==> src/common/tpf_pkg.sv <==
// Shared widths, depths and reset values for the triple port queue block
package tpf_pkg;
  // =========================================================
  // Data widths
  localparam int A_W = 36;
  localparam int BC_W = 18;
  localparam int HALF_LO = 0;
  localparam int HALF_HI = 18;
  // =========================================================
  // Queue geometry
  localparam int Q_DEPTH = 32;
  localparam int CNT_W = 6;
  localparam logic [5:0] Q_DEPTH_CNT = 6'h20;
  // =========================================================
  // Synchronised pin vector layout
  localparam int PIN_W = 63;
  localparam int P_A_DATA = 0;
  localparam int P_C_DATA = 36;
  localparam int P_A_CLK = 54;
  localparam int P_B_CLK = 55;
  localparam int P_C_CLK = 56;
  localparam int P_A_SEL_N = 57;
  localparam int P_A_GATE = 58;
  localparam int P_A_WRITE = 59;
  localparam int P_B_SEL_N = 60;
  localparam int P_C_WRITE = 61;
  localparam int P_ORDER = 62;
  // =========================================================
  // Flag reset values
  localparam logic LOW_FILL_RST = 1'b0;
  localparam logic HIGH_FILL_RST = 1'b1;
  localparam logic EMPTY_RST = 1'b0;
  localparam logic FULL_RST = 1'b0;
  localparam logic ORDER_RST = 1'b0;
endpackage

==> src/tpf_queue.sv <==
// Flip-flop queue with valid/ready on both sides and an occupancy count
`timescale 1ns/1ps
`default_nettype none
module tpf_queue #(
  parameter int WIDTH = 36,
  parameter int DEPTH = 32,
  parameter int CNT_W = 6
) (
  // Clock and reset
  input wire logic clk_sys_i,
  input wire logic rst_n_i,
  // Fill side
  input wire logic in_valid_i,
  output logic in_ready_o,
  input wire logic [WIDTH-1:0] in_data_i,
  // Drain side
  output logic out_valid_o,
  input wire logic out_ready_i,
  output logic [WIDTH-1:0] out_data_o,
  // Occupancy
  output logic [CNT_W-1:0] count_o
);
  localparam int IDX_W = $clog2(DEPTH);
  localparam logic [CNT_W-1:0] FULL_CNT = CNT_W'(DEPTH);
  localparam logic [IDX_W-1:0] LAST_IDX = IDX_W'(DEPTH - 1);

  logic [WIDTH-1:0] mem_reg [DEPTH];
  logic [IDX_W-1:0] wr_idx_reg;
  logic [IDX_W-1:0] rd_idx_reg;
  logic [CNT_W-1:0] count_reg;
  wire logic push;
  wire logic pop;

  assign in_ready_o = (count_reg != FULL_CNT);
  assign out_valid_o = (count_reg != '0);
  assign out_data_o = mem_reg[rd_idx_reg];
  assign count_o = count_reg;
  assign push = in_valid_i & in_ready_o;
  assign pop = out_valid_o & out_ready_i;

  always_ff @(posedge clk_sys_i) begin
    if (push) begin
      mem_reg[wr_idx_reg] <= in_data_i;
    end
  end

  always_ff @(posedge clk_sys_i) begin
    if (!rst_n_i) begin
      wr_idx_reg <= '0;
      rd_idx_reg <= '0;
      count_reg <= '0;
    end else begin
      if (push) begin
        wr_idx_reg <= (wr_idx_reg == LAST_IDX) ? '0 : wr_idx_reg + 1'b1;
      end
      if (pop) begin
        rd_idx_reg <= (rd_idx_reg == LAST_IDX) ? '0 : rd_idx_reg + 1'b1;
      end
      if (push && !pop) begin
        count_reg <= count_reg + 1'b1;
      end else if (pop && !push) begin
        count_reg <= count_reg - 1'b1;
      end
    end
  end
endmodule
`default_nettype wire

==> src/tpf_top.sv <==
// Port control, flags and mode selection of the triple port queue device
`timescale 1ns/1ps
`default_nettype none
// Notes on behaviour
// - A almost-empty low when C-to-A count <= offset
// - B almost-empty low when A-to-B count <= offset
// - A almost-full low when A-to-B free <= offset
// - C almost-full low when C-to-A free <= offset
// - Port A is 36-bit, both directions
// - Port B is 18-bit, output only
// - Port C is 18-bit, input only
// - Select pin during reset picks byte order
// - Select pin after reset picks timing mode
// - Port A flags change on A clock edges
// - Port B flags change on B clock edges
// - Port C flags change on C clock edges
// - Port clocks may be asynchronous or coincident
// - Port A transfer needs select low
// - Port A drivers off while select high
// - Port B read needs select low
// - Port B drivers off while select high
// - Port A transfer also needs gate high
// - A full flag: full or space available
// - B ready flag marks valid output data
module tpf_top (
  // System clock and master reset
  input wire logic clk_sys_i,
  input wire logic rst_n_i,
  // Port clocks
  input wire logic a_side_clock_i,
  input wire logic b_side_clock_i,
  input wire logic c_side_clock_i,
  // Mode select
  input wire logic order_and_timing_select_i,
  // Port A
  input wire logic a_side_select_n_i,
  input wire logic a_side_transfer_gate_i,
  input wire logic a_side_write_i,
  input wire logic [35:0] a_side_data_bus_i,
  output logic [35:0] a_side_data_bus_o,
  output logic a_side_data_bus_oe_o,
  output logic a_side_full_or_in_ready_o,
  output logic a_side_empty_or_out_ready_o,
  output logic a_side_low_fill_n_o,
  output logic a_side_high_fill_n_o,
  // Port B
  input wire logic b_side_select_n_i,
  output logic [17:0] b_side_output_bus_o,
  output logic b_side_output_bus_oe_o,
  output logic b_side_empty_or_out_ready_o,
  output logic b_side_low_fill_n_o,
  // Port C
  input wire logic c_side_write_i,
  input wire logic [17:0] c_side_input_bus_i,
  output logic c_side_full_or_in_ready_o,
  output logic c_side_high_fill_n_o,
  // Flag offsets
  input wire logic [5:0] a_low_fill_offset_i,
  input wire logic [5:0] b_low_fill_offset_i,
  input wire logic [5:0] a_high_fill_offset_i,
  input wire logic [5:0] c_high_fill_offset_i
);
  // =========================================================
  // Pin synchronisers
  wire logic [tpf_pkg::PIN_W-1:0] pins_raw;
  logic [tpf_pkg::PIN_W-1:0] pins_meta_reg;
  logic [tpf_pkg::PIN_W-1:0] pins_reg;
  logic [2:0] clk_last_reg;

  assign pins_raw = {order_and_timing_select_i, c_side_write_i,
    b_side_select_n_i, a_side_write_i, a_side_transfer_gate_i,
    a_side_select_n_i, c_side_clock_i, b_side_clock_i,
    a_side_clock_i, c_side_input_bus_i, a_side_data_bus_i};

  always_ff @(posedge clk_sys_i) begin
    pins_meta_reg <= pins_raw;
    pins_reg <= pins_meta_reg;
  end

  // Tracks the pins through reset, so release shows no false edge
  always_ff @(posedge clk_sys_i) begin
    clk_last_reg <= pins_reg[tpf_pkg::P_C_CLK:tpf_pkg::P_A_CLK];
  end

  // =========================================================
  // Decoded pin levels and port clock edges
  wire logic a_edge;
  wire logic b_edge;
  wire logic c_edge;
  wire logic a_sel_n;
  wire logic a_gate;
  wire logic a_write;
  wire logic b_sel_n;
  wire logic c_write;
  wire logic sel_pin;
  wire logic [35:0] a_data;
  wire logic [17:0] c_data;

  assign a_edge = pins_reg[tpf_pkg::P_A_CLK] & ~clk_last_reg[0];
  assign b_edge = pins_reg[tpf_pkg::P_B_CLK] & ~clk_last_reg[1];
  assign c_edge = pins_reg[tpf_pkg::P_C_CLK] & ~clk_last_reg[2];
  assign a_sel_n = pins_reg[tpf_pkg::P_A_SEL_N];
  assign a_gate = pins_reg[tpf_pkg::P_A_GATE];
  assign a_write = pins_reg[tpf_pkg::P_A_WRITE];
  assign b_sel_n = pins_reg[tpf_pkg::P_B_SEL_N];
  assign c_write = pins_reg[tpf_pkg::P_C_WRITE];
  assign sel_pin = pins_reg[tpf_pkg::P_ORDER];
  assign a_data = pins_reg[tpf_pkg::P_A_DATA +: tpf_pkg::A_W];
  assign c_data = pins_reg[tpf_pkg::P_C_DATA +: tpf_pkg::BC_W];

  // =========================================================
  // Byte order and timing mode
  logic big_endian_reg;
  wire logic fall_through;

  always_ff @(posedge clk_sys_i) begin
    if (!rst_n_i) begin
      big_endian_reg <= sel_pin;
    end
  end

  // Pin level is trusted static after reset
  assign fall_through = ~sel_pin;

  // =========================================================
  // Queues
  wire logic ab_in_valid;
  wire logic ab_in_ready;
  wire logic ab_out_valid;
  wire logic ab_out_ready;
  wire logic [35:0] ab_out_data;
  wire logic [5:0] ab_count;
  wire logic ca_in_valid;
  wire logic ca_in_ready;
  wire logic [35:0] ca_in_data;
  wire logic ca_out_valid;
  wire logic ca_out_ready;
  wire logic [35:0] ca_out_data;
  wire logic [5:0] ca_count;

  tpf_queue #(
    .WIDTH(tpf_pkg::A_W),
    .DEPTH(tpf_pkg::Q_DEPTH),
    .CNT_W(tpf_pkg::CNT_W)
  ) u_a_to_b_queue (
    .clk_sys_i(clk_sys_i),
    .rst_n_i(rst_n_i),
    .in_valid_i(ab_in_valid),
    .in_ready_o(ab_in_ready),
    .in_data_i(a_data),
    .out_valid_o(ab_out_valid),
    .out_ready_i(ab_out_ready),
    .out_data_o(ab_out_data),
    .count_o(ab_count)
  );

  tpf_queue #(
    .WIDTH(tpf_pkg::A_W),
    .DEPTH(tpf_pkg::Q_DEPTH),
    .CNT_W(tpf_pkg::CNT_W)
  ) u_c_to_a_queue (
    .clk_sys_i(clk_sys_i),
    .rst_n_i(rst_n_i),
    .in_valid_i(ca_in_valid),
    .in_ready_o(ca_in_ready),
    .in_data_i(ca_in_data),
    .out_valid_o(ca_out_valid),
    .out_ready_i(ca_out_ready),
    .out_data_o(ca_out_data),
    .count_o(ca_count)
  );

  // =========================================================
  // Port A transfers
  wire logic a_xfer;
  wire logic a_wr;
  wire logic a_rd;
  wire logic a_load;
  logic [35:0] a_out_reg;
  logic a_valid_reg;

  assign a_xfer = a_edge & ~a_sel_n & a_gate;
  assign a_wr = a_xfer & a_write;
  assign a_rd = a_xfer & ~a_write;
  assign ab_in_valid = a_wr;
  // Fall-through refills an idle output register without a read
  assign a_load = fall_through ? (a_edge & (~a_valid_reg | a_rd)) : a_rd;
  assign ca_out_ready = a_load;

  always_ff @(posedge clk_sys_i) begin
    if (!rst_n_i) begin
      a_out_reg <= '0;
      a_valid_reg <= 1'b0;
    end else if (a_load) begin
      a_valid_reg <= ca_out_valid;
      if (ca_out_valid) begin
        a_out_reg <= ca_out_data;
      end
    end
  end

  assign a_side_data_bus_o = a_out_reg;
  assign a_side_data_bus_oe_o = ~a_sel_n & ~a_write;

  // =========================================================
  // Port B half-word output
  wire logic b_rd;
  wire logic b_load;
  wire logic b_take;
  wire logic b_first_hi;
  wire logic [17:0] b_half;
  logic [17:0] b_out_reg;
  logic b_valid_reg;
  logic b_second_reg;

  assign b_rd = b_edge & ~b_sel_n;
  assign b_load = fall_through ? (b_edge & (~b_valid_reg | ~b_sel_n))
                               : b_rd;
  assign b_take = b_load & ab_out_valid;
  // First half is the upper word in big-endian order
  assign b_first_hi = big_endian_reg ^ b_second_reg;
  assign b_half = b_first_hi ? ab_out_data[tpf_pkg::HALF_HI +: tpf_pkg::BC_W]
                             : ab_out_data[tpf_pkg::HALF_LO +: tpf_pkg::BC_W];
  assign ab_out_ready = b_take & b_second_reg;

  always_ff @(posedge clk_sys_i) begin
    if (!rst_n_i) begin
      b_out_reg <= '0;
      b_valid_reg <= 1'b0;
      b_second_reg <= 1'b0;
    end else if (b_load) begin
      b_valid_reg <= ab_out_valid;
      if (b_take) begin
        b_out_reg <= b_half;
        b_second_reg <= ~b_second_reg;
      end
    end
  end

  assign b_side_output_bus_o = b_out_reg;
  assign b_side_output_bus_oe_o = ~b_sel_n;

  // =========================================================
  // Port C half-word input
  wire logic c_wr;
  wire logic [35:0] c_pair;
  logic [17:0] c_hold_reg;
  logic c_second_reg;

  assign c_wr = c_edge & c_write & ca_in_ready;
  assign c_pair = big_endian_reg ? {c_hold_reg, c_data}
                                 : {c_data, c_hold_reg};
  assign ca_in_data = c_pair;
  assign ca_in_valid = c_wr & c_second_reg;

  always_ff @(posedge clk_sys_i) begin
    if (!rst_n_i) begin
      c_hold_reg <= '0;
      c_second_reg <= 1'b0;
    end else if (c_wr) begin
      c_second_reg <= ~c_second_reg;
      if (!c_second_reg) begin
        c_hold_reg <= c_data;
      end
    end
  end

  // =========================================================
  // Threshold comparisons
  wire logic [5:0] ab_free;
  wire logic [5:0] ca_free;
  wire logic a_low_next;
  wire logic b_low_next;
  wire logic a_high_next;
  wire logic c_high_next;

  assign ab_free = tpf_pkg::Q_DEPTH_CNT - ab_count;
  assign ca_free = tpf_pkg::Q_DEPTH_CNT - ca_count;
  assign a_low_next = (ca_count > a_low_fill_offset_i);
  assign b_low_next = (ab_count > b_low_fill_offset_i);
  assign a_high_next = (ab_free > a_high_fill_offset_i);
  assign c_high_next = (ca_free > c_high_fill_offset_i);

  // =========================================================
  // Port A flags
  logic a_low_reg;
  logic a_high_reg;
  logic a_full_reg;
  logic a_empty_reg;

  always_ff @(posedge clk_sys_i) begin
    if (!rst_n_i) begin
      a_low_reg <= tpf_pkg::LOW_FILL_RST;
      a_high_reg <= tpf_pkg::HIGH_FILL_RST;
      a_full_reg <= tpf_pkg::FULL_RST;
      a_empty_reg <= tpf_pkg::EMPTY_RST;
    end else if (a_edge) begin
      a_low_reg <= a_low_next;
      a_high_reg <= a_high_next;
      a_full_reg <= ab_in_ready;
      a_empty_reg <= fall_through ? a_valid_reg : ca_out_valid;
    end
  end

  assign a_side_low_fill_n_o = a_low_reg;
  assign a_side_high_fill_n_o = a_high_reg;
  assign a_side_full_or_in_ready_o = a_full_reg;
  assign a_side_empty_or_out_ready_o = a_empty_reg;

  // =========================================================
  // Port B flags
  logic b_low_reg;
  logic b_empty_reg;

  always_ff @(posedge clk_sys_i) begin
    if (!rst_n_i) begin
      b_low_reg <= tpf_pkg::LOW_FILL_RST;
      b_empty_reg <= tpf_pkg::EMPTY_RST;
    end else if (b_edge) begin
      b_low_reg <= b_low_next;
      b_empty_reg <= fall_through ? b_valid_reg : ab_out_valid;
    end
  end

  assign b_side_low_fill_n_o = b_low_reg;
  assign b_side_empty_or_out_ready_o = b_empty_reg;

  // =========================================================
  // Port C flags
  logic c_high_reg;
  logic c_full_reg;

  always_ff @(posedge clk_sys_i) begin
    if (!rst_n_i) begin
      c_high_reg <= tpf_pkg::HIGH_FILL_RST;
      c_full_reg <= tpf_pkg::FULL_RST;
    end else if (c_edge) begin
      c_high_reg <= c_high_next;
      c_full_reg <= ca_in_ready;
    end
  end

  assign c_side_high_fill_n_o = c_high_reg;
  assign c_side_full_or_in_ready_o = c_full_reg;
endmodule
`default_nettype wire

==> config.mk <==
export PLATFORM = sky130hd
export DESIGN_NAME = tpf_top
export DESIGN_NICKNAME = d
export VERILOG_FILES = /design/src/common/tpf_pkg.sv /design/src/tpf_queue.sv /design/src/tpf_top.sv
export SDC_FILE = /design/constraint.sdc
export NUM_CORES = 2
export LEC_CHECK = 0
export BUFFER_PORTS_ARGS = -buffer_cell sky130_fd_sc_hd__buf_2
export CORE_ASPECT_RATIO = 0.9
export CORE_MARGIN = 2
export CORE_UTILIZATION = 60
export DETAILED_ROUTE_END_ITERATION = 8
export PLACE_DENSITY = 0.81
export SYNTH_ARGS = -nofsm -noshare
export SYNTH_HDL_FRONTEND = slang
export SYNTH_HIERARCHICAL = 1
export SYNTH_SLANG_ARGS = --single-unit
==> constraint.sdc <==
create_clock -name clk_sys_i -period 9.9 [get_ports clk_sys_i]
set_input_delay 1.485 -clock clk_sys_i [delete_from_list [all_inputs] [get_ports clk_sys_i]]
set_output_delay 1.485 -clock clk_sys_i [all_outputs]
set_load 0.02 [all_outputs]
# --- Word-level counts from Yosys, hierarchy flattened ---
# Memory sizes are Yosys's and may differ from the RTL's. A register that Yosys moved wholly into a read port is not among the register bits.
# Index checks and enable logic that the tools add are counted.
op_classes:
  mul: 0
  addsub: 10
  magnitude_cmp: 4
  bitwise_logic: 33
  mux: 20
  eq_ne: 6
  div: 0
  shift: 0
  reduce_logical: 16
ops:
  columns: ["cell", "count"]
  rows:
  - ["two-way mux 36 bit", 1]
  - ["two-way mux 5 bit", 6]
  - ["> comparator 6 bit", 4]
  - ["two-way mux 6 bit", 4]
  - ["adder 5 x 1 -> 5 bit, second input constant", 4]
  - ["bitwise AND 1 bit", 20]
  - ["== test 5 bit, second input constant", 4]
  - ["two-way mux 18 bit", 1]
  - ["adder 6 x 1 -> 6 bit, second input constant", 2]
  - ["inequality test 6 bit, second input constant", 2]
  - ["nonzero test 6 bit", 2]
  - ["subtractor 6 x 1 -> 6 bit, second input constant", 2]
  - ["subtractor 6 bit, first input constant", 2]
  - ["NOT 1 bit", 10]
  - ["two-way mux 1 bit", 8]
  - ["AND reduction 2 bit", 3]
  - ["logical NOT 1 bit", 5]
  - ["logical AND 1 bit", 4]
  - ["nonzero test 2 bit", 2]
  - ["bitwise OR 1 bit", 2]
  - ["XOR 1 bit", 1]
totals:
  ram_bits: 2304
  wordCells: 115
  n_memories: 2
  regBits: 210
  out_inout_bits: 64
  mem_bits_ro: 0
  latch_bits: 0
memory_table:
  columns: ["name", "depth", "width", "read_ports", "rd_ports_with_merged_regs", "write_ports", "line_no", "source"]
  rows:
  - ["u_a_to_b_queue.mem_reg", 32, 36, 1, 1, 1, "tpf_queue.sv:27", "logic [WIDTH-1:0] mem_reg [DEPTH];"]
  - ["u_c_to_a_queue.mem_reg", 32, 36, 1, 1, 1, "tpf_queue.sv:27", null]

# --- Depth between registers and ports, before layout ---
logic_depth:
  ltp_word: 12
  mapped_depth: 14
  depth_no_buf: 13

# --- Hierarchy ---
# The synthesis kept the hierarchy.
modules_own_cells:
  columns: ["mod", "instances", "area_per_inst_um2", "cells_each", "seq_area_each_um2"]
  rows:
  - ["tpf_queue (u_a_to_b_queue)", 1, 45253.4, 2287, 35013.6]
  - ["tpf_queue (u_c_to_a_queue)", 1, 45250.9, 2287, 35013.6]
  - ["tpf_top", 1, 7033.0, 613, 4294.1]

# --- Worst setup path before layout ---
# OpenSTA, ideal clock, no wires.
synth_timing:
  path_kind: "register -> register"
  start: "reg u_a_to_b_queue.count_reg[4] (netlist: u_a_to_b_queue/count_o[4])"
  end: "reg u_a_to_b_queue.count_reg[5] (netlist: u_a_to_b_queue/count_o[5])"
  period_less_slack_ns: 3.655
  setup_slack_ns: 6.245
  arrival_ns: 3.526
  t_required_ns: 9.771
  stages_incl_launch_ff: 15
  path_buffers: 2
  cell_sequence: "dfxtp_1 or4_1 or3_1 and3_1 buf_2 buf_4 and2_1 o31ai_2 ha_1 inv_1 ha_1 a211o_1 o221a_2 o21ai_0 nand4b_1"
synth_via:
  elab_chain_cells: 7
  word_cells_on_any_way: 15
  classes_between: "add/sub: 2; eq/ne: 1; mux: 2; bitwise: 4; reduce/logical: 6"
synth_lines:
  columns: ["element", "line_no", "source"]
  rows:
  - ["start: declaration", "tpf_queue.sv:30", "logic [CNT_W-1:0] count_reg;"]
  - ["start signal: assignment", "tpf_queue.sv:60", "count_reg <= count_reg + 1'b1;"]
  - ["start signal: assignment", "tpf_queue.sv:62", "count_reg <= count_reg - 1'b1;"]
  - ["nonzero test 6 bit (*)", "tpf_queue.sv:35", "assign out_valid_o = (count_reg != '0);"]
  - ["named net ab_out_valid", "tpf_top.sv:129", "wire logic ab_out_valid;"]
  - ["bitwise AND 1 bit (*)", "tpf_top.sv:219", "assign b_take = b_load & ab_out_valid;"]
  - ["bitwise AND 1 bit (*)", "tpf_top.sv:224", "assign ab_out_ready = b_take & b_second_reg;"]
  - ["named net ab_out_ready", "tpf_top.sv:130", "wire logic ab_out_ready;"]
  - ["bitwise AND 1 bit (*)", "tpf_queue.sv:39", "assign pop = out_valid_o & out_ready_i;"]
  - ["logical NOT 1 bit", "tpf_queue.sv:59", "if (push && !pop) begin"]
  - ["logical AND 1 bit", "tpf_queue.sv:59", null]
  - ["two-way mux 6 bit or nonzero test 2 bit (tied branches)", null, null]
# Mark *: on every way through the listed nets, which the timed path passes. The rest lies on a longest branch. The select of a mux whose other input is x is not followed.
# A chain may end at the register's enable or synchronous reset.

==> impl_results.md <==
- Status: complete, no violations
- Register area share after synthesis: roughly three quarters
- Vias in the first global route: between 50,000 and 60,000
- Post-synthesis xor/xnor area fraction: less than 1%
- Fmax: 217 MHz
- Die Span Y: ~390 um
- Worst-path clk slew: about 0.070 ns
- IO buf count: 152
- Setup violations, final: 0
- CTS Buf Count: 226
- Data arrival, critical path: roughly 5.3 ns
- Synth Instances: 5,187
- Worst R2R Setup Slack: 5.28 ns
- Final slew viol count: 0
- Worst path required time: between 10 and 15 ns
- Fillers: roughly 9,600
- Starting density of the core: 60.3%
- Critical Path, Cell by Cell: buf_12 -> buf_4 -> mux4_2 -> a22o_1 -> or4_1 -> mux2i_1 -> nor2_1
- Clock Latency Late Sink: between 0.8 and 0.9 ns
- Avg WL per Cell: approximately 31 um
- Post-CTS Hold Buffers: 0
- RSZ-0062 raised after global routing: no
- Lkg Pwr: between 30 and 40 nW
- Simple-Gate Fraction of Synth Area: between 3 and 4%
- Top FF cell, synth: edfxtp_1
- Relative slew slack: 15.4%
- Most common cell after layout, fill and taps aside: edfxtp_1
- # rows: 140
- Largest family of logic cells by synthesized area: multiplexers
- Hold Startpoint: pins_meta_reg[34]
- Buf+Inv Stages, Crit Path: 2
- Die area: 166,000 sq um
- Critical Path End Type: flip-flop
- CTS Sinks: 2,560
- Via count: around 52,000
- Area Growth Syn to Fin: 11.5%
- Compound-gate portion of the synthesized area: under 10%
- Worst setup SP type: flip-flop
- Avg Inst Size Synth: 18.8 sq um
- Critical Path Max Stage Delay: approximately 1 ns
- Placer Congestion: slightly above 0.8
- GRT overflow: 0
- Syn nets: approximately 5,300
- TNS Setup: 0 ns
- Via density: 6.77
- Layout cells sized above 1: a little over a quarter
- Slowest CP cell: dfxtp_4
- Post-synthesis adder-cell area fraction: less than 1%
- Top cell family by delay on the critical path: buffers and inverters
- Post-CTS setup repair buffer count: 0
- Post-route ant nets: 0
- Final Hold Violating Endpoints: 0
- Pre-CTS setup slack: ~5.5 ns
- Fin crit period: 4.62 ns
- Tightest Pin Transition: around 1.3 ns
- Mux contribution to synthesized area: roughly 13%
- Netlist Area Pre-Place: 97,500 sq um
- Longest Clk Path Bufs: 3
- Post-synthesis cell type count: 61
- Initial antenna violation count: 5
- Post-layout net count: between 5,000 and 6,000
- DRC: 0
- CTS tree: done
- Resized cells post-CTS: 0
- Max_cap viols: 0
- Period Utilization, post-route: between 40% and 50%
- Worst Skew: between 0.08 and 0.09 ns
- Final wirelength: approximately 240 mm
- Final HPWL DP: between 100 and 150 mm
- Drt first pass iters: 5
- Final worst slack: ~5.3 ns
- Worst hold path class: reg -> reg
- CP max FO: 196
- Ports: between 150 and 200
- Initial DRC count: between 7,000 and 8,000
- WS Path Type: reg -> reg
- Leading cell types in the layout, fill and taps excluded: edfxtp_1 (2,305), mux2_2 (468), mux4_2 (288)
- FFs w/ async S/R, synth: 0%
- YS warnings: 6
- Largest net degree at the start of global routing: 197
- Total global-route track usage: around 29%
- Pwr dens: 196 nW/um^2
- VDD IR-drop max: 0.228 mV
- Post-synthesis register bit count: about 2,600
- First-pass GRT wire length: around 350 mm
- H-tree levels: 4
- Core area: ~160,000 sq um
- CTS Root Cell: clkbuf_16
- Die W: around 430 um
- Post-synth EDFFs: between 2,000 and 2,500
## final cells by class
cell class	count	area (sq um)	share of cell area, %
Inverter	48	183	0.168
Clock buffer	295	6210	5.71
Tap cell	2130	2670	2.45
Multi-Input combinational cell	2293	22300	20.5
Sequential cell	2560	74300	68.4
Clock inverter	133	1420	1.30
Timing Repair Buffer	257	1600	1.47
Antenna cell	1	2.50	0.00230
## Yosys cell counts, types with 54 or more instances
library cell / number / area [sq um]
nand2_1: 77 / 289
nor2b_1: 153 / 957
mux2_2: 468 / 5270
o22ai_1: 145 / 907
a21oi_1: 54 / 270
edfxtp_1: 2305 / 69200
mux2i_1: 61 / 611
o21ai_0: 160 / 801
or4_1: 80 / 601
nor3_1: 155 / 776
a22o_1: 144 / 1260
a211oi_1: 164 / 1230
mux4_2: 288 / 6490
nor2_1: 159 / 597
clkbuf_1: 176 / 661
dfxtp_1: 255 / 5100
## final timing paths
path                           endpoint  cells past startpoint
setup / recovery  a_side_data_bus_o[35]                      7
hold / removal             pins_reg[34]                      0
setup reg to reg  a_side_data_bus_o[35]                      7
hold reg to reg            pins_reg[34]                      0
## report_power, final
part | internal (mW) | switching (mW) | total, mW
clock network | 5.01 | 3.92 | 8.94
registers | 11.8 | 0.105 | 12.0
logic | 0.143 | 0.303 | 0.446
total | 17.0 | 4.33 | 21.3
## cell families after synthesis
logic type / count (synthesis)
simple gates: 707
flops: 2560
compound gates: 701
mux: 817
buf+inv: 334
xor+xnor: 14
fa+ha+maj: 54
## through the flow
step / util (%) / total power [mW] / instance area (sq um) / cells / hold slack (ns)
6_report: 67.3 / 21.3 / 109000 / 7717 / 0.320
5_1_grt: 67.3 / 21.8 / 109000 / 7717 / 0.332
3_3_place_gp: 62.5 / 12.6 / 101000 / 7288 / 0.310
4_1_cts: 67.3 / 21.4 / 109000 / 7716 / 0.326
2_1_floorplan: - / 12.4 / 97500 / 5187 / 0.310
3_5_place_dp: 62.5 / 12.6 / 101000 / 7288 / 0.313
## worst register-to-register path, cell delays in order (launching register included)
cell and delay (ns):
dfxtp_4 1.02, buf_12 0.67, buf_4 1.24, mux4_2 0.45
a22o_1 0.24, or4_1 0.56, mux2i_1 0.23, nor2_1 0.08
## metal layers
metal,vias to the layer above,GRT usage (%),share of wire (%)
met2,3644,43.8,46
met3,507,6.99,14
met5,-,0,0.014
met4,6,9.97,3.4
met1,26700,42.2,37
li1,21300,-,-
Power figures use the tool's default switching activity.
